File: config.mk
export PLATFORM = sky130hd
export DESIGN_NAME = rbs_reset_brownout_sequencer
export DESIGN_NICKNAME = d
export VERILOG_FILES = /design/src/verilog/rbs_pkg.sv /design/src/verilog/rbs_reset_brownout_sequencer.sv
export SDC_FILE = /design/constraint.sdc
export NUM_CORES = 1
export LEC_CHECK = 0
export BUFFER_PORTS_ARGS = -buffer_cell sky130_fd_sc_hd__buf_2
export CAP_MARGIN = 20
export CORE_MARGIN = 8
export CORE_UTILIZATION = 35
export CTS_CLUSTER_DIAMETER = 150
export DETAILED_ROUTE_END_ITERATION = 16
export RECOVER_POWER = 50
export SETUP_SLACK_MARGIN = 0.05
export SLEW_MARGIN = 15
export SYNTH_ARGS = -nofsm -noshare
export SYNTH_HDL_FRONTEND = slang
export SYNTH_SLANG_ARGS = --single-unit
File: constraint.sdc
create_clock -name aclk -period 2.5 [get_ports aclk]
set_input_delay 0.125 -clock aclk [delete_from_list [all_inputs] [get_ports aclk]]
set_output_delay 0.125 -clock aclk [all_outputs]
set_load 0.02 [all_outputs]
File: src/verilog/rbs_pkg.sv
package rbs_pkg;

  // ----------------------------------------
  // register map (byte addresses)
  // ----------------------------------------
  localparam int ADDR_W = 4;
  localparam logic [3:0] CTRL_OFFS = 4'h0; // brownout_control
  localparam logic [3:0] STAT_OFFS = 4'h4; // cause flag and sequencer state

  // field positions in brownout_control
  localparam int CTRL_SWEN_BIT = 7; // sw_brownout_enable
  localparam int CTRL_FS_BIT = 6; // brownout_fast_start
  localparam int CTRL_RDY_BIT = 0; // brownout_ready_flag, read only

  // field positions in the status register
  localparam int STAT_CAUSE_BIT = 0; // brownout cause, low after a trip
  localparam int STAT_CORE_BIT = 1; // core running
  localparam int STAT_WAKE_BIT = 2; // wake-up held
  localparam int STAT_TRIP_BIT = 3; // filtered brown-out active

  // values after power-on or brown-out reset
  localparam logic SWEN_RST = 1'b1;
  localparam logic FS_RST = 1'b0;
  localparam logic CAUSE_RST = 1'b0;

  // AXI responses
  localparam logic [1:0] RESP_OKAY = 2'h0;
  localparam logic [1:0] RESP_SLVERR = 2'h2;

  // ----------------------------------------
  // brownout_mode_sel encodings
  // ----------------------------------------
  localparam logic [1:0] MODE_ALWAYS_ON = 2'h3;
  localparam logic [1:0] MODE_OFF_SLEEP = 2'h2;
  localparam logic [1:0] MODE_SOFTWARE = 2'h1;
  localparam logic [1:0] MODE_OFF = 2'h0;

  // ----------------------------------------
  // timing
  // ----------------------------------------
  localparam int CLK_HZ = 50000000;
  localparam int CLK_MHZ = CLK_HZ / 1000000;
  localparam int POWERUP_TIMER_TIME_MS = 64;
  localparam int POWERUP_TIMER_CYCLES_DEF = POWERUP_TIMER_TIME_MS * (CLK_HZ / 1000);
  localparam int POWERUP_TIMER_W = 22;
  localparam int FILTER_TIME_NS = 1000; // brownout_filter_time
  localparam int FILTER_CYCLES = (FILTER_TIME_NS * CLK_MHZ + 999) / 1000;
  localparam int FILT_W = 8;
  localparam int PIN_DLY_CYCLES = 10; // after a late pin release
  localparam int DLY_W = 4;

  // start-up sequencer states
  typedef enum logic [2:0] {
    ST_HOLD, ST_POWERUP_TIMER, ST_RDY, ST_PIN, ST_DLY, ST_RUN
  } rbs_state_t;

endpackage

File: src/verilog/rbs_reset_brownout_sequencer.sv
// Added by the designer: the AXI4-Lite slave port and the register addresses.
`timescale 1ns/1ps

module rbs_reset_brownout_sequencer #(
  parameter int POWERUP_TIMER_CYCLES = rbs_pkg::POWERUP_TIMER_CYCLES_DEF
) (
  input wire logic aclk,
  input wire logic aresetn,
  // AXI4-Lite slave
  input wire logic [rbs_pkg::ADDR_W-1:0] s_axi_awaddr,
  input wire logic s_axi_awvalid,
  output logic s_axi_awready,
  input wire logic [31:0] s_axi_wdata,
  input wire logic [3:0] s_axi_wstrb,
  input wire logic s_axi_wvalid,
  output logic s_axi_wready,
  output logic [1:0] s_axi_bresp,
  output logic s_axi_bvalid,
  input wire logic s_axi_bready,
  input wire logic [rbs_pkg::ADDR_W-1:0] s_axi_araddr,
  input wire logic s_axi_arvalid,
  output logic s_axi_arready,
  output logic [31:0] s_axi_rdata,
  output logic [1:0] s_axi_rresp,
  output logic s_axi_rvalid,
  input wire logic s_axi_rready,
  // analog detectors and reset pin, asynchronous
  input wire logic por_active,
  input wire logic brownout_below,
  input wire logic brownout_circuit_ready,
  input wire logic low_power_brownout_below,
  input wire logic ext_reset_pin_n,
  // configuration word bits, static
  input wire logic [1:0] brownout_mode_sel,
  input wire logic powerup_timer_disable_n,
  input wire logic brownout_level_sel,
  input wire logic low_power_brownout_n,
  input wire logic ext_reset_enable,
  // core side, same clock
  input wire logic sleep_mode,
  // outputs
  output logic core_reset_n,
  output logic wake_hold,
  output logic brownout_detector_en,
  output logic bandgap_force_on,
  output logic brownout_level_out,
  output logic low_power_brownout_en,
  output logic brownout_cause_n
);
  import rbs_pkg::*;

  // ----------------------------------------
  // input synchronisers
  // ----------------------------------------
  logic [4:0] meta_r; // first stage, read only by sync_r
  logic [4:0] sync_r; // second stage, safe to use
  wire [4:0] async_in = {ext_reset_pin_n, low_power_brownout_below,
                         brownout_circuit_ready, brownout_below, por_active};

  // two flops on every detector and the pin
  always_ff @(posedge aclk) begin
    if (!aresetn) begin
      // idle levels: pin high, power-on active, so no false pin edge after reset
      meta_r <= 5'h11;
      sync_r <= 5'h11;
    end else begin
      meta_r <= async_in;
      sync_r <= meta_r;
    end
  end

  wire por_s = sync_r[0];
  wire below_s = sync_r[1];
  wire rdy_s = sync_r[2];
  wire lp_below_s = sync_r[3];
  wire pin_n_s = sync_r[4];

  // ----------------------------------------
  // detector enable and ready flag
  // ----------------------------------------
  logic sw_en_r; // sw_brownout_enable
  logic fast_r; // brownout_fast_start
  logic det_en_r; // detector running
  logic ready_r; // brownout_ready_flag

  // enable bit acts in 01 only
  wire sw_mode = (brownout_mode_sel == MODE_SOFTWARE);
  wire det_en_nxt = (brownout_mode_sel == MODE_ALWAYS_ON) ||
                    (brownout_mode_sel == MODE_OFF_SLEEP && !sleep_mode) ||
                    (sw_mode && sw_en_r);
  // band-gap forced only in 10 and 01
  wire bg_nxt = fast_r && (brownout_mode_sel == MODE_OFF_SLEEP || sw_mode);
  wire ready_nxt = det_en_r && rdy_s;
  wire lp_en_nxt = !low_power_brownout_n;

  // detector controls to the analog side
  always_ff @(posedge aclk) begin
    if (!aresetn) begin
      det_en_r <= 1'b0;
      ready_r <= 1'b0;
      brownout_detector_en <= 1'b0;
      bandgap_force_on <= 1'b0;
      brownout_level_out <= 1'b0;
      low_power_brownout_en <= 1'b0;
    end else begin
      det_en_r <= det_en_nxt;
      ready_r <= ready_nxt;
      brownout_detector_en <= det_en_nxt;
      bandgap_force_on <= bg_nxt;
      brownout_level_out <= brownout_level_sel;
      low_power_brownout_en <= lp_en_nxt;
    end
  end

  // ----------------------------------------
  // noise filter and trip latches
  // ----------------------------------------
  logic [FILT_W-1:0] filt_cnt_r; // cycles spent below threshold
  logic trip_r; // filtered brown-out
  logic lp_trip_r; // low-power detector trip

  // protection starts once detector is ready
  wire protect = ready_r;
  wire dip = protect && below_s;
  // trip only when dip outlasts filter
  wire filt_done = (filt_cnt_r == FILT_W'(FILTER_CYCLES - 1));

  // short dips clear the count before it expires
  always_ff @(posedge aclk) begin
    if (!aresetn) begin
      filt_cnt_r <= '0;
      trip_r <= 1'b0;
      lp_trip_r <= 1'b0;
    end else begin
      filt_cnt_r <= (dip && !filt_done) ? filt_cnt_r + 1'b1 : (dip ? filt_cnt_r : '0);
      trip_r <= dip && (filt_done || trip_r);
      lp_trip_r <= lp_en_nxt && lp_below_s;
    end
  end

  // any source that counts as power-on or brown-out
  wire src_any = por_s || trip_r || lp_trip_r;

  // ----------------------------------------
  // start-up sequencer
  // ----------------------------------------
  rbs_state_t st_r;
  rbs_state_t st_nxt;
  logic [POWERUP_TIMER_W-1:0] powerup_timer_cnt_r; // power-up timer
  logic [DLY_W-1:0] dly_cnt_r; // late pin release delay

  // modes 11 and 10 make start-up wait on the detector
  wire wait_rdy = (brownout_mode_sel == MODE_ALWAYS_ON) ||
                  (brownout_mode_sel == MODE_OFF_SLEEP);
  wire pin_low = ext_reset_enable && !pin_n_s;
  wire powerup_timer_done = (powerup_timer_cnt_r == POWERUP_TIMER_W'(POWERUP_TIMER_CYCLES - 1));
  wire dly_done = (dly_cnt_r == DLY_W'(PIN_DLY_CYCLES - 1));
  // detector ready and supply above trip
  wire rdy_ok = ready_nxt && !below_s;
  wire powerup_timer_on = !powerup_timer_disable_n;

  // next state
  always_comb begin
    st_nxt = st_r;
    case (st_r)
      ST_HOLD: begin
        // timer starts once all sources release
        if (!src_any) begin
          st_nxt = powerup_timer_on ? ST_POWERUP_TIMER : ST_RDY;
        end
      end
      ST_POWERUP_TIMER: begin
        if (powerup_timer_done) begin
          st_nxt = ST_RDY;
        end
      end
      ST_RDY: begin
        if (!wait_rdy || rdy_ok) begin
          st_nxt = pin_low ? ST_PIN : ST_RUN;
        end
      end
      ST_PIN: begin
        if (!pin_low) begin
          st_nxt = ST_DLY;
        end
      end
      ST_DLY: begin
        if (dly_done) begin
          st_nxt = ST_RUN;
        end
      end
      default: begin
        // pin reset in normal run
        if (pin_low) begin
          st_nxt = ST_PIN;
        end
      end
    endcase
    // any power source restarts the sequence
    if (src_any) begin
      st_nxt = ST_HOLD;
    end
  end

  // state and counters
  always_ff @(posedge aclk) begin
    if (!aresetn) begin
      st_r <= ST_HOLD;
      powerup_timer_cnt_r <= '0;
      dly_cnt_r <= '0;
    end else begin
      st_r <= st_nxt;
      powerup_timer_cnt_r <= (st_r == ST_POWERUP_TIMER && st_nxt == ST_POWERUP_TIMER) ? powerup_timer_cnt_r + 1'b1 : '0;
      dly_cnt_r <= (st_r == ST_DLY && st_nxt == ST_DLY) ? dly_cnt_r + 1'b1 : '0;
    end
  end

  // ----------------------------------------
  // core reset and wake-up hold
  // ----------------------------------------
  // mode 10 wake-up waits for ready
  wire wake_hold_nxt = (brownout_mode_sel == MODE_OFF_SLEEP) && !sleep_mode && !ready_nxt;

  // release on clock edge after all done
  always_ff @(posedge aclk) begin
    if (!aresetn) begin
      core_reset_n <= 1'b0;
      wake_hold <= 1'b0;
    end else begin
      core_reset_n <= (st_nxt == ST_RUN);
      wake_hold <= wake_hold_nxt;
    end
  end

  // ----------------------------------------
  // AXI4-Lite write channel
  // ----------------------------------------
  logic aw_held_r;
  logic w_held_r;
  logic [ADDR_W-1:0] waddr_r;
  logic [31:0] wdata_r;
  logic [3:0] wstrb_r;

  wire aw_take = s_axi_awvalid && s_axi_awready;
  wire w_take = s_axi_wvalid && s_axi_wready;
  wire b_done = s_axi_bvalid && s_axi_bready;
  wire aw_held_nxt = (aw_held_r || aw_take) && !b_done;
  wire w_held_nxt = (w_held_r || w_take) && !b_done;
  // write commits once both halves are in
  wire do_wr = aw_held_r && w_held_r && !s_axi_bvalid;
  wire wr_ctrl = do_wr && (waddr_r == CTRL_OFFS) && wstrb_r[0] == 1'b1;
  wire wr_stat = do_wr && (waddr_r == STAT_OFFS) && wstrb_r[0] == 1'b1;
  wire wr_hit = (waddr_r == CTRL_OFFS) || (waddr_r == STAT_OFFS);

  // address and data taken in either order
  always_ff @(posedge aclk) begin
    if (!aresetn) begin
      aw_held_r <= 1'b0;
      w_held_r <= 1'b0;
      s_axi_awready <= 1'b1;
      s_axi_wready <= 1'b1;
      s_axi_bvalid <= 1'b0;
      s_axi_bresp <= RESP_OKAY;
      waddr_r <= '0;
      wdata_r <= '0;
      wstrb_r <= '0;
    end else begin
      aw_held_r <= aw_held_nxt;
      w_held_r <= w_held_nxt;
      s_axi_awready <= !aw_held_nxt;
      s_axi_wready <= !w_held_nxt;
      if (aw_take) begin
        waddr_r <= s_axi_awaddr;
      end
      if (w_take) begin
        wdata_r <= s_axi_wdata;
        wstrb_r <= s_axi_wstrb;
      end
      if (do_wr) begin
        s_axi_bvalid <= 1'b1;
        s_axi_bresp <= wr_hit ? RESP_OKAY : RESP_SLVERR;
      end else if (b_done) begin
        s_axi_bvalid <= 1'b0;
      end
    end
  end

  // ----------------------------------------
  // control and cause registers
  // ----------------------------------------
  // register bits held at reset value while a power source is active
  always_ff @(posedge aclk) begin
    if (!aresetn) begin
      sw_en_r <= SWEN_RST;
      fast_r <= FS_RST;
      brownout_cause_n <= CAUSE_RST;
    end else begin
      // power-on or brown-out reload, others keep
      if (src_any) begin
        sw_en_r <= SWEN_RST;
        fast_r <= FS_RST;
      end else if (wr_ctrl) begin
        sw_en_r <= wdata_r[CTRL_SWEN_BIT];
        fast_r <= wdata_r[CTRL_FS_BIT];
      end
      // hardware clear beats a software set
      if (src_any) begin
        brownout_cause_n <= CAUSE_RST;
      end else if (wr_stat) begin
        brownout_cause_n <= wdata_r[STAT_CAUSE_BIT];
      end
    end
  end

  // ----------------------------------------
  // AXI4-Lite read channel
  // ----------------------------------------
  logic [31:0] rd_word;
  wire ar_take = s_axi_arvalid && s_axi_arready;
  wire r_done = s_axi_rvalid && s_axi_rready;
  wire rvalid_nxt = ar_take || (s_axi_rvalid && !r_done);
  wire rd_ctrl = (s_axi_araddr == CTRL_OFFS);
  wire rd_stat = (s_axi_araddr == STAT_OFFS);

  // read word, unused bits zero
  always_comb begin
    rd_word = 32'h0;
    if (rd_ctrl) begin
      rd_word[CTRL_SWEN_BIT] = sw_en_r;
      rd_word[CTRL_FS_BIT] = fast_r;
      rd_word[CTRL_RDY_BIT] = ready_r;
    end else if (rd_stat) begin
      rd_word[STAT_CAUSE_BIT] = brownout_cause_n;
      rd_word[STAT_CORE_BIT] = core_reset_n;
      rd_word[STAT_WAKE_BIT] = wake_hold;
      rd_word[STAT_TRIP_BIT] = trip_r;
    end
  end

  // one read outstanding, answer one cycle after take
  always_ff @(posedge aclk) begin
    if (!aresetn) begin
      s_axi_arready <= 1'b1;
      s_axi_rvalid <= 1'b0;
      s_axi_rdata <= 32'h0;
      s_axi_rresp <= RESP_OKAY;
    end else begin
      s_axi_rvalid <= rvalid_nxt;
      s_axi_arready <= !rvalid_nxt;
      if (ar_take) begin
        s_axi_rdata <= rd_word;
        s_axi_rresp <= (rd_ctrl || rd_stat) ? RESP_OKAY : RESP_SLVERR;
      end
    end
  end
endmodule
Word level (Yosys, flattened, before mapping). Index checks and enable logic that the tools add are counted.

Output and inout port bits: 48. Logic and storage cells: 130. Register bits after elaboration: 89.

Bitwise operators: 1. Muxes and demuxes: 19. Reduce and logical (&&, ||, !) cells: 60. Equality and inequality tests: 16. Add/subtract/negate cells: 3.

Operators by type and width (count): logical AND 1 bit (27); two-way mux 3 bit (8); adder 22 x 1 -> 22 bit (second input constant) (1); == test 22 bit (second input constant) (1); two-way mux 8 bit (2); one-hot mux 3 bit (5 select lines) (1); zero test 1 bit (13); logical OR 1 bit (13); == test 3 bit (second input constant) (3); adder 8 x 1 -> 8 bit (second input constant) (1); == test 4 x 3 -> 1 bit (second input constant) (2); == test 8 x 6 -> 1 bit (second input constant) (1); zero test 4 bit (2); two-way mux 2 bit (4); == test 3 x 1 -> 1 bit (second input constant) (2); == test 3 x 2 -> 1 bit (second input constant) (2); adder 4 x 1 -> 4 bit (second input constant) (1); == test 2 bit (second input constant) (2); == test 4 bit (second input constant) (1); two-way mux 4 bit (1); AND reduction 2 bit (2); zero test 3 bit (1); two-way mux 1 bit (3); == test 2 x 1 -> 1 bit (second input constant) (1); 4 further kinds (4).

Longest topological paths before layout. Gate-level depths: netlist of the first run.

Depth after elaboration: 10. Depth in mapped cells: 7. Mapped depth without buffers: 7.

Least setup slack after synthesis of the first run. Ideal clock, no wire load.

Path type: register to register. Start: register powerup_timer_cnt_r[0]. End: register powerup_timer_cnt_r[6]. Stages on the path, launching flop included: 7. Path slack: 888 ps. Period minus slack after synthesis: 1612 ps. Required time: 2436 ps. Data arrival time: 1548 ps. Buffers on the path: 1. Cells stage by stage: dfxtp_1 > ha_1 > nand3_1 > o21ai_0 > or3_4 > buf_6 > nor2_1.

Word-level cells in the longest chain between the ends: 7.

RTL lines: start, declared (RTL line rbs_reset_brownout_sequencer.sv:149) `logic [POWERUP_TIMER_W-1:0] powerup_timer_cnt_r;`; start signal, assigned (RTL line rbs_reset_brownout_sequencer.sv:213) `powerup_timer_cnt_r <= (st_r == ST_POWERUP_TIMER && st_nxt == ST_POWERUP_TIMER) ? powerup_timer_cnt_r + 1'b1 : ...`; == test 22 bit (RTL line rbs_reset_brownout_sequencer.sv:156) `wire powerup_timer_done = (powerup_timer_cnt_r == POWERUP_TIMER_W'(POWERUP_TIMER_CYCLES - 1));`; two-way mux 3 bit (RTL line rbs_reset_brownout_sequencer.sv:173) `if (powerup_timer_done) begin`; one-hot mux 3 bit (5 select lines) (RTL line rbs_reset_brownout_sequencer.sv:165) `case (st_r)`; two-way mux 3 bit (RTL line rbs_reset_brownout_sequencer.sv:200) `if (src_any) begin`; == test 3 x 1 -> 1 bit (RTL line rbs_reset_brownout_sequencer.sv:213); logical AND 1 bit (RTL line rbs_reset_brownout_sequencer.sv:213); AND reduction 2 bit (no line).

Parallel ways exist; a longest one is shown, timed or not. A chain may end at the register's enable or synchronous reset.

Worst setup path in the final report of the first run.
Start: register powerup_timer_cnt_r[0]. End: register powerup_timer_cnt_r[3].

The elaborated chain is that of the path after synthesis.

==> metrics.cfg, run 1 <==
[run_status]
status=completed

[critical_path]
startpoint_type=register
end_kind=register
arrival_ns=2.16
endpoint=powerup_timer_cnt_r[3]
regToRegEndpoint=powerup_timer_cnt_r[3]
criticalPathCategory=register to register
required_ns=2.78
crit_start=powerup_timer_cnt_r[0]
path_max_fanout=22
rrSetupSlack_ns=0.62
r2r_cells=5
r2r_start=powerup_timer_cnt_r[0]

[route]
drc=0
vias=2534
vias_per_cell=4.41
routed_wl_um=6810
drtIter0Drc=117
wl_per_cell_um=11.8
dr.pass1.iters=4
antenna_left=0

[global_route]
grt_max_degree=37
antenna_found_initial=0
grt_pass1_vias=2499
overflow=0
grt_pass1_wl_um=11200
grtUsageTotal_pct=10.5

[power_and_ir_drop]
leakage_nw=1.50
p_per_area_nw_per_um2=638
peakVddDrop_mv=0.341

[cts]
cts.sinks=82
post-cts-setup-buffers=0
cts_max_level=3
cts-buffers-inserted=9
cts_tree=yes
clockBufferDepth=2
root_buffer=clkbuf_8
clk_latency_ns=0.35
cts_resized=0
clk_pin_slew_worst_paths_ns=0.08
hold_buffers=7

[min_path]
hold_path.class=input pin to register

[layout]
multi_input_comb_area_um2=1610
final_common_cell=dfxtp_1
ff_latch_area_um2=1640
nets=509
diodes=0
mostFrequentLayoutCells=dfxtp_1 (82), nor2_1 (44), nand2_1 (32), buf_2 (32), conb_1 (28)
design_area_um2=3990
drive_gt1_share_pct=12.0
syn2layout_area_growth_pct=15.4
fillerInstances=972

[logic_synthesis]
synth_seq_area_share_pct=47.5
ys_types=48
postSynthAreaPerCell_um2=9.20
synth_edf_count=0
async_flop_share_pct=0
syn-cell-area_um2=3460
ys_ff_latch=82
ys.flop_type=dfxtp_1
ys_warn_count=0
netlist_instances=376

[flow_run]
max_cap_viol_count=0

[place]
hpwl_um=5040
portBuffers=50
routabilityCongestion=0.792
place_area_um2=3740

[timing]
final_max_slew_viol_count=0
skew_ns=0.00810
period_share_pct=75.1
setup_tns_ns=0
fmax_ghz=0.533
min_period_ns=1.88
setup_violations=0
final_hold_viol_count=0
grt_setup_unrepaired=no

[floorplan]
num_rows=36
io_pins=111
dieArea_um2=13300
fp.dieH_um=115
die_width_um=115
start_util_pct=35.7
core_area_um2=9680

sequential cells by signal, summed over array words and instances (netlist names), 3 cells and up:
name / flops
dly_cnt_r: 4
filt_cnt_r: 8
meta_r: 5
powerup_timer_cnt_r: 22
s_axi_rdata: 6
st_r: 3
sync_r: 5
waddr_r: 4
wdata_r: 3
logic make-up after synthesis:
group | count (synthesis) | synth area share, %
DFF | 82 | 47.5
other | 1 | 0.108
muxes | 3 | 0.904
adders and majority gates | 8 | 2.89
and+or+nand+nor | 165 | 24.7
AOI/OAI and AO/OA | 40 | 8.03
xor gates and xnor gates | 27 | 6.84
buffers and inverters | 50 | 9.04
power by group:
group / internal, mW / switching, mW
clock: 0.562 / 0.459
sequential: 1.34 / 0.0154
combinational: 0.0626 / 0.111
critical path: stages, from the launching register on:
cell	delay, ns
dfxtp_1	0.35
ha_1	0.25
nand3_1	0.39
o21ai_0	0.20
or3_4	0.48
nor2_1	0.14
layer usage:
layer  vias to the layer above  part of all wire [%]  track usage, %
met5                         -                     0               0
met4                         0                   1.4            3.50
met3                         9                   7.2            4.53
met2                        55                    45            16.6
met1                      1144                    47            12.4
li1                       1326                     -               -
cell type report:
cell class | count | share of cell area (%)
inverter | 15 | 1.41
timing repair buffer | 59 | 7.83
clock inverter | 4 | 1.94
multi-input combinational | 271 | 40.2
clock buffer | 11 | 3.29
sequential | 82 | 41.1
tap | 133 | 4.17
worst min-delay path by stage:
stage	from	end	slack (ns)	cells past startpoint
2_1_floorplan	low_power_brownout_n	low_power_brownout_en	0.20	1
5_1_grt	s_axi_wdata[0]	wdata_r[0]	0.02	3
3_3_place_gp	low_power_brownout_n	low_power_brownout_en	0.30	2
6_report	s_axi_awaddr[1]	waddr_r[1]	0.02	3
3_5_place_dp	low_power_brownout_n	low_power_brownout_en	0.30	2
4_1_cts	s_axi_awaddr[1]	waddr_r[1]	0.0005	3
per-stage QoR:
step / hold WS, ns / power, mW / utilization, % / worst slack [ns] / std cells
finish: 0.0170 / 2.55 / 41.2 / 0.623 / 575
global route: 0.0161 / 2.66 / 41.2 / 0.479 / 575
CTS: 0.000527 / 2.58 / 41.5 / 0.622 / 575
detailed placement: 0.305 / 1.55 / 38.6 / 0.640 / 553
global placement: 0.304 / 1.55 / 38.6 / 0.655 / 553
floorplan: 0.204 / 1.53 / - / 0.888 / 403
synthesized netlist by cell type, drive strengths merged, types with 2 or more instances:
cell    count  share of area (%)
dfxtp      82                 47
nor2       44                4.8
nand2      32                3.5
buf        31                6.9
xnor2      19                4.8
inv        15                1.6
nand3      15                2.2
nor2b      14                2.5
nor3       12                1.7
and2       11                2.0
a21boi      9                2.0
ha          8                2.9
o21ai       8                1.2
xor2        8                2.0
a21oi       6               0.87
and3        5               0.90
a22oi       4               0.87
clkbuf      4               0.47
nand4       4               0.72
a32oi       3               0.76
and3b       3               0.76
nand2b      3               0.54
nor4        3               0.54
o21a        3               0.65
or3         3               0.69
and4        2               0.51
mux2i       2               0.58
nor3b       2               0.43
nor4b       2               0.51
nor4bb      2               0.58
or2         2               0.36
or2b        2               0.43
Power figures use the tool's default switching activity.
==> inputs of run 2 (changes only) <==
--- a/config.mk
+++ b/config.mk
@@ -5,6 +5,7 @@
 export SDC_FILE = /design/constraint.sdc
 export NUM_CORES = 1
 export LEC_CHECK = 0
+export ABC_AREA = 1
 export BUFFER_PORTS_ARGS = -buffer_cell sky130_fd_sc_hd__buf_2
 export CAP_MARGIN = 20
 export CORE_MARGIN = 8
==> constraint.sdc (replaced) <==
create_clock -name aclk -period 1.76 [get_ports aclk]
set_input_delay 0.088 -clock aclk [delete_from_list [all_inputs] [get_ports aclk]]
set_output_delay 0.088 -clock aclk [all_outputs]
set_load 0.02 [all_outputs]
==> metrics.cfg, run 2 <==
[critical_path]
required_ns=2.04
r2r_start=powerup_timer_cnt_r[0]
r2r_cells=11
regToRegEndpoint=powerup_timer_cnt_r[4]
arrival_ns=1.91
rrSetupSlack_ns=0.12
criticalPathCategory=register to register
crit_start=powerup_timer_cnt_r[0]
startpoint_type=register
cpMostUsedCell=nand2_4
crit_slowest_cell=dfxtp_2
end_kind=register
path_cells=ha_4 -> nand2_2 -> inv_4 -> nand2_4 -> nor2_4 -> nand3_2 -> nand2_4 -> a21oi_4 -> nand3_4 -> buf_12 -> a21oi_2
critPathMaxStageDelay_ns=0.35
path_max_fanout=6

[layout]
design_area_um2=4620
mostFrequentLayoutCells=dfxtp_1 (76), nor2_1 (72), nand2_1 (71)
diodes=0
reg_top3=powerup_timer_cnt_r x22, filt_cnt_r x8, s_axi_rdata x6
fin_cells=713
largest_reg_flops=22
final_common_cell=dfxtp_1
drive_gt1_share_pct=21.0
regMostFlops=powerup_timer_cnt_r
syn2layout_area_growth_pct=24.6
nets=643

[place]
portBuffers=50
dp_slack_ns=-0.0117
routabilityCongestion=0.838
dp_cells=672
place_area_um2=4060
hpwl_um=5920

[timing]
min_period_ns=1.64
skew_ns=0.00674
layout_setup_ws_ns=0.124
setup_violations=0
period_share_pct=92.9
fmax_ghz=0.611
final_hold_viol_count=0
final_max_slew_viol_count=0

[logic_synthesis]
synth_most_common_cell=dfxtp_1
synth_seq_area_share_pct=44.2
yosys.area.top_type=dfxtp_1
postSynthAreaPerCell_um2=7.65
ys.flop_type=dfxtp_1
synthTopCellsByCount=dfxtp_1 (82), nand2_1 (76), nor2_1 (73)
synthTopCellsByArea=dfxtp_1 (44%), nand2_1 (7.7%), nor2_1 (7.4%)
ys_types=35
netlist_instances=485
ys_warn_count=0
yosysTopAreaCellShare_pct=44.2
syn-cell-area_um2=3710
ys_ff_latch=82
async_flop_share_pct=0
synth_edf_count=0

[floorplan]
num_rows=37
die_width_um=119
fp.dieH_um=119
io_pins=111
start_util_pct=35.9
core_area_um2=10300
dieArea_um2=14200

[power_and_ir_drop]
p_per_area_nw_per_um2=814
peakVddDrop_mv=0.466
leakage_nw=1.90

[min_path]
hp-start=s_axi_awaddr[2]
holdPathStages=3
min_to=waddr_r[2]
hold_path.class=input pin to register

[cts]
cts_tree=yes
cts_max_level=3
clockBufferDepth=2
clk_latency_ns=0.34
root_buffer=clkbuf_8
clk_pin_slew_worst_paths_ns=0.08
cts-buffers-inserted=9
cts.sinks=82

[global_route]
grt_pass1_wl_um=13700
overflow=0
antenna_found_initial=0
grtUsageTotal_pct=11.4
grt_max_degree=23
grt_pass1_vias=3123

[route]
routed_wl_um=8430
wl_per_cell_um=11.8
antenna_left=0
vias_per_cell=4.50
drc=0
dr.pass1.iters=4
drtIter0Drc=155
vias=3206

[flow_run]
max_cap_viol_count=0

[run_status]
status=completed

## run 2: cell count changes after synthesis, sizes merged, moves of 4 or more
cell,previous run,this run
and2,11,0
nand4,4,10
xnor2,19,5
a22oi,4,0
and3,5,1
nor2b,14,0
inv,15,64
a21boi,9,0
or2,2,10
nor2,44,82
a21oi,6,30
nand3,15,26
nand2,32,81
o21ai,8,20
## run 2: area by class of cell
cell class                      instances  area, um^2
Clock inverter                          5        85.1
Sequential cell                        82        1650
Fill cell                            1011        5700
Inverter                               64         245
Clock buffer                           11         141
Tap cell                              136         170
Multi-Input combinational cell        332        1770
Timing Repair Buffer                   83         558
## run 2: critical path: cells and delay by family (launching register included)
kind            cells  cell delay (ns)
simple gates        6             0.51
flops               1             0.35
compound gates      2             0.30
buf+inv             2             0.24
fa+ha+maj           1             0.16
## run 2: metrics by stage
stage          util, %  hold slack [ns]  setup TNS, ns  power [mW]
2_1_floorplan        -            0.160              0        2.20
4_1_cts           43.0          0.00527              0        3.81
3_3_place_gp      39.3            0.271              0        2.24
5_1_grt           44.8           0.0251       -0.00564        3.94
3_5_place_dp      39.3            0.269        -0.0244        2.24
6_report          44.8           0.0254              0        3.76
## run 2: cell families (layout without fill, tap and decap cells)
family | Yosys count | count (layout) | share of synthesized area (%)
AND/OR/NAND/NOR | 227 | 227 | 27.6
buffers and inverters | 98 | 163 | 13.2
flip-flops | 82 | 82 | 44.2
AO/OA/AOI/OAI | 56 | 56 | 9.11
XOR/XNOR | 13 | 13 | 3.07
adder cells (fa/ha/maj) | 8 | 8 | 2.70
other | 1 | 28 | 0.101
## run 2: routing by layer
metal	share of wire [%]	vias to the layer above	wire, um	track usage, %
met5	0	-	0	0
met4	1.5	0	125	4.43
met3	5.8	10	492	3.73
met2	48	91	4040	19.2
met1	45	1451	3780	13.1
li1	-	1654	-	-
## run 2: worst max path at each step
| stage | endpoint | slack, ns | depth (start not counted) |
|---|---|---|---|
| after global routing | dly_cnt_r[3] | -0.006 | 10 |
| after floorplan | powerup_timer_cnt_r[2] | 0.22 | 11 |
| final | powerup_timer_cnt_r[4] | 0.12 | 11 |
| after global placement | dly_cnt_r[0] | 0.08 | 11 |
| after detailed placement | dly_cnt_r[3] | -0.01 | 11 |
| after CTS | powerup_timer_cnt_r[21] | 0.05 | 9 |
## run 2: power by group
part	internal, mW	switching [mW]	total, mW
clock	0.849	0.683	1.53
combinational	0.105	0.196	0.301
sequential	1.90	0.0277	1.93
## run 2: repair_timing
action,CTS,global route
buffers inserted,0,7
gates cloned,0,3
resized for setup,3,26
endpoints found under the setup margin,24,25
pin swaps,1,5
hold endpoints to repair,16,0
hold buffers,15,0
==> inputs of run 3 (changes only) <==
--- a/config.mk
+++ b/config.mk
@@ -5,7 +5,7 @@
 export SDC_FILE = /design/constraint.sdc
 export NUM_CORES = 1
 export LEC_CHECK = 0
-export ABC_AREA = 1
+export ABC_AREA = 0
 export BUFFER_PORTS_ARGS = -buffer_cell sky130_fd_sc_hd__buf_2
 export CAP_MARGIN = 20
 export CORE_MARGIN = 8
==> metrics.cfg, run 3 (synthesized netlist as in run 1, its figures left out) <==
[route]
drtIter0Drc=111
antenna_left=0
routed_wl_um=7320
vias_per_cell=4.47
vias=2688
wl_per_cell_um=12.2
drc=0
dr.pass1.iters=4

[timing]
grt_setup_unrepaired=yes
final_max_slew_viol_count=0
min_period_ns=1.64
setup_tns_ns=0
whs_ns=0.0455
setup_violations=0
skew_ns=0.0105
final_hold_viol_count=0
fmax_ghz=0.609
period_share_pct=93.3

[place]
hpwl_um=5300
portBuffers=50
routabilityCongestion=0.816

[cts]
cts-buffers-inserted=9
root_buffer=clkbuf_8
cts_tree=yes
clk_pin_slew_worst_paths_ns=0.09
cts_max_level=3
post-cts-setup-buffers=0
clk_latency_ns=0.35
cts.sinks=82
clockBufferDepth=2

[power_and_ir_drop]
seq_power_share_pct=54.8
clkPwrFrac_pct=37.7
intPower_mw=2.55
power_mw=3.51
switchingPower_mw=0.953
leakage_nw=1.60
p_per_area_nw_per_um2=833
pwr-share-comb_pct=7.5
p_sw_share_pct=27.2
peakVddDrop_mv=0.453

[critical_path]
path_max_fanout=7
required_ns=2.05
arrival_ns=1.93
criticalPathCategory=register to register
end_kind=register
startpoint_type=register

[layout]
final_common_cell=dfxtp_1
regMostFlops=powerup_timer_cnt_r
syn2layout_area_growth_pct=21.6
nets=534
diodes=0
mostFrequentLayoutCells=dfxtp_1 (81), nor2_1 (44), buf_2 (33)
fillerInstances=944
reg_top3=powerup_timer_cnt_r x22, filt_cnt_r x8, s_axi_rdata x6
drive_gt1_share_pct=16.5
largest_reg_flops=22

[global_route]
overflow=0
grtUsageTotal_pct=10.9
grt_pass1_wl_um=11700
grt_pass1_vias=2576
grt_max_degree=37
antenna_found_initial=0

[floorplan]
die_width_um=115
num_rows=36
fp.dieH_um=115
core_area_um2=9680
dieArea_um2=13300
io_pins=111
start_util_pct=35.7

[min_path]
hold_path.class=input pin to register

[run_status]
status=completed

[flow_run]
max_cap_viol_count=0

-- run 3: worst paths after layout --
| check | startpoint | endpoint | slack (ns) | cells after the start |
|---|---|---|---|---|
| max | trip_r | dly_cnt_r[3] | 0.12 | 4 |
| min | s_axi_bready | s_axi_bvalid | 0.05 | 3 |
| max reg2reg | trip_r | dly_cnt_r[3] | 0.12 | 4 |
| min reg2reg | meta_r[0] | sync_r[0] | 0.42 | 1 |
-- run 3: what timing repair did --
action,4_1_cts,5_1_grt
resized for setup,0,7
hold endpoints to repair,15,0
hold buffers,15,0
endpoints found under the setup margin,0,24
-- run 3: per-layer routing --
metal	up-vias	global-route usage, %	part of all wire [%]
li1	1379	-	-
met1	1233	13.0	46
met2	69	17.5	46
met3	7	4.74	7.5
met4	0	2.71	0.87
met5	-	0	0
-- run 3: final cells by class --
cell class	count	area, um^2	share of cell area, %
clock buffer	9	124	2.94
timing repair buffer	83	507	12.0
sequential	82	1640	39.0
tap	133	166	3.95
multi-input combinational	272	1640	39.0
clock inverter	7	71.3	1.69
inverter	15	56.3	1.34
-- run 3: power groups by stage --
stage	clock, mW	combinational [mW]	sequential (mW)
4_1_cts	1.38	0.269	1.92
6_report	1.32	0.264	1.92
5_1_grt	1.45	0.295	1.93
3_5_place_dp	0	0.243	1.96
3_3_place_gp	0	0.240	1.96
2_1_floorplan	0	0.190	1.98
-- run 3: critical path, stage by stage, from the launching register on --
cell and delay, ns:
dfxtp_1 0.34, or4b_1 0.60, buf_4 0.21, or2_2 0.33, nor2_1 0.10
-- run 3: metrics by stage --
stage,instances,setup slack (ns),util (%),instance area [um^2]
3_5_place_dp,569,0.0905,39.8,3860
2_1_floorplan,403,0.148,-,3560
5_1_grt,601,0.0345,43.4,4210
6_report,601,0.118,43.4,4210
4_1_cts,600,0.0671,43.4,4200
3_3_place_gp,569,0.0599,39.8,3860
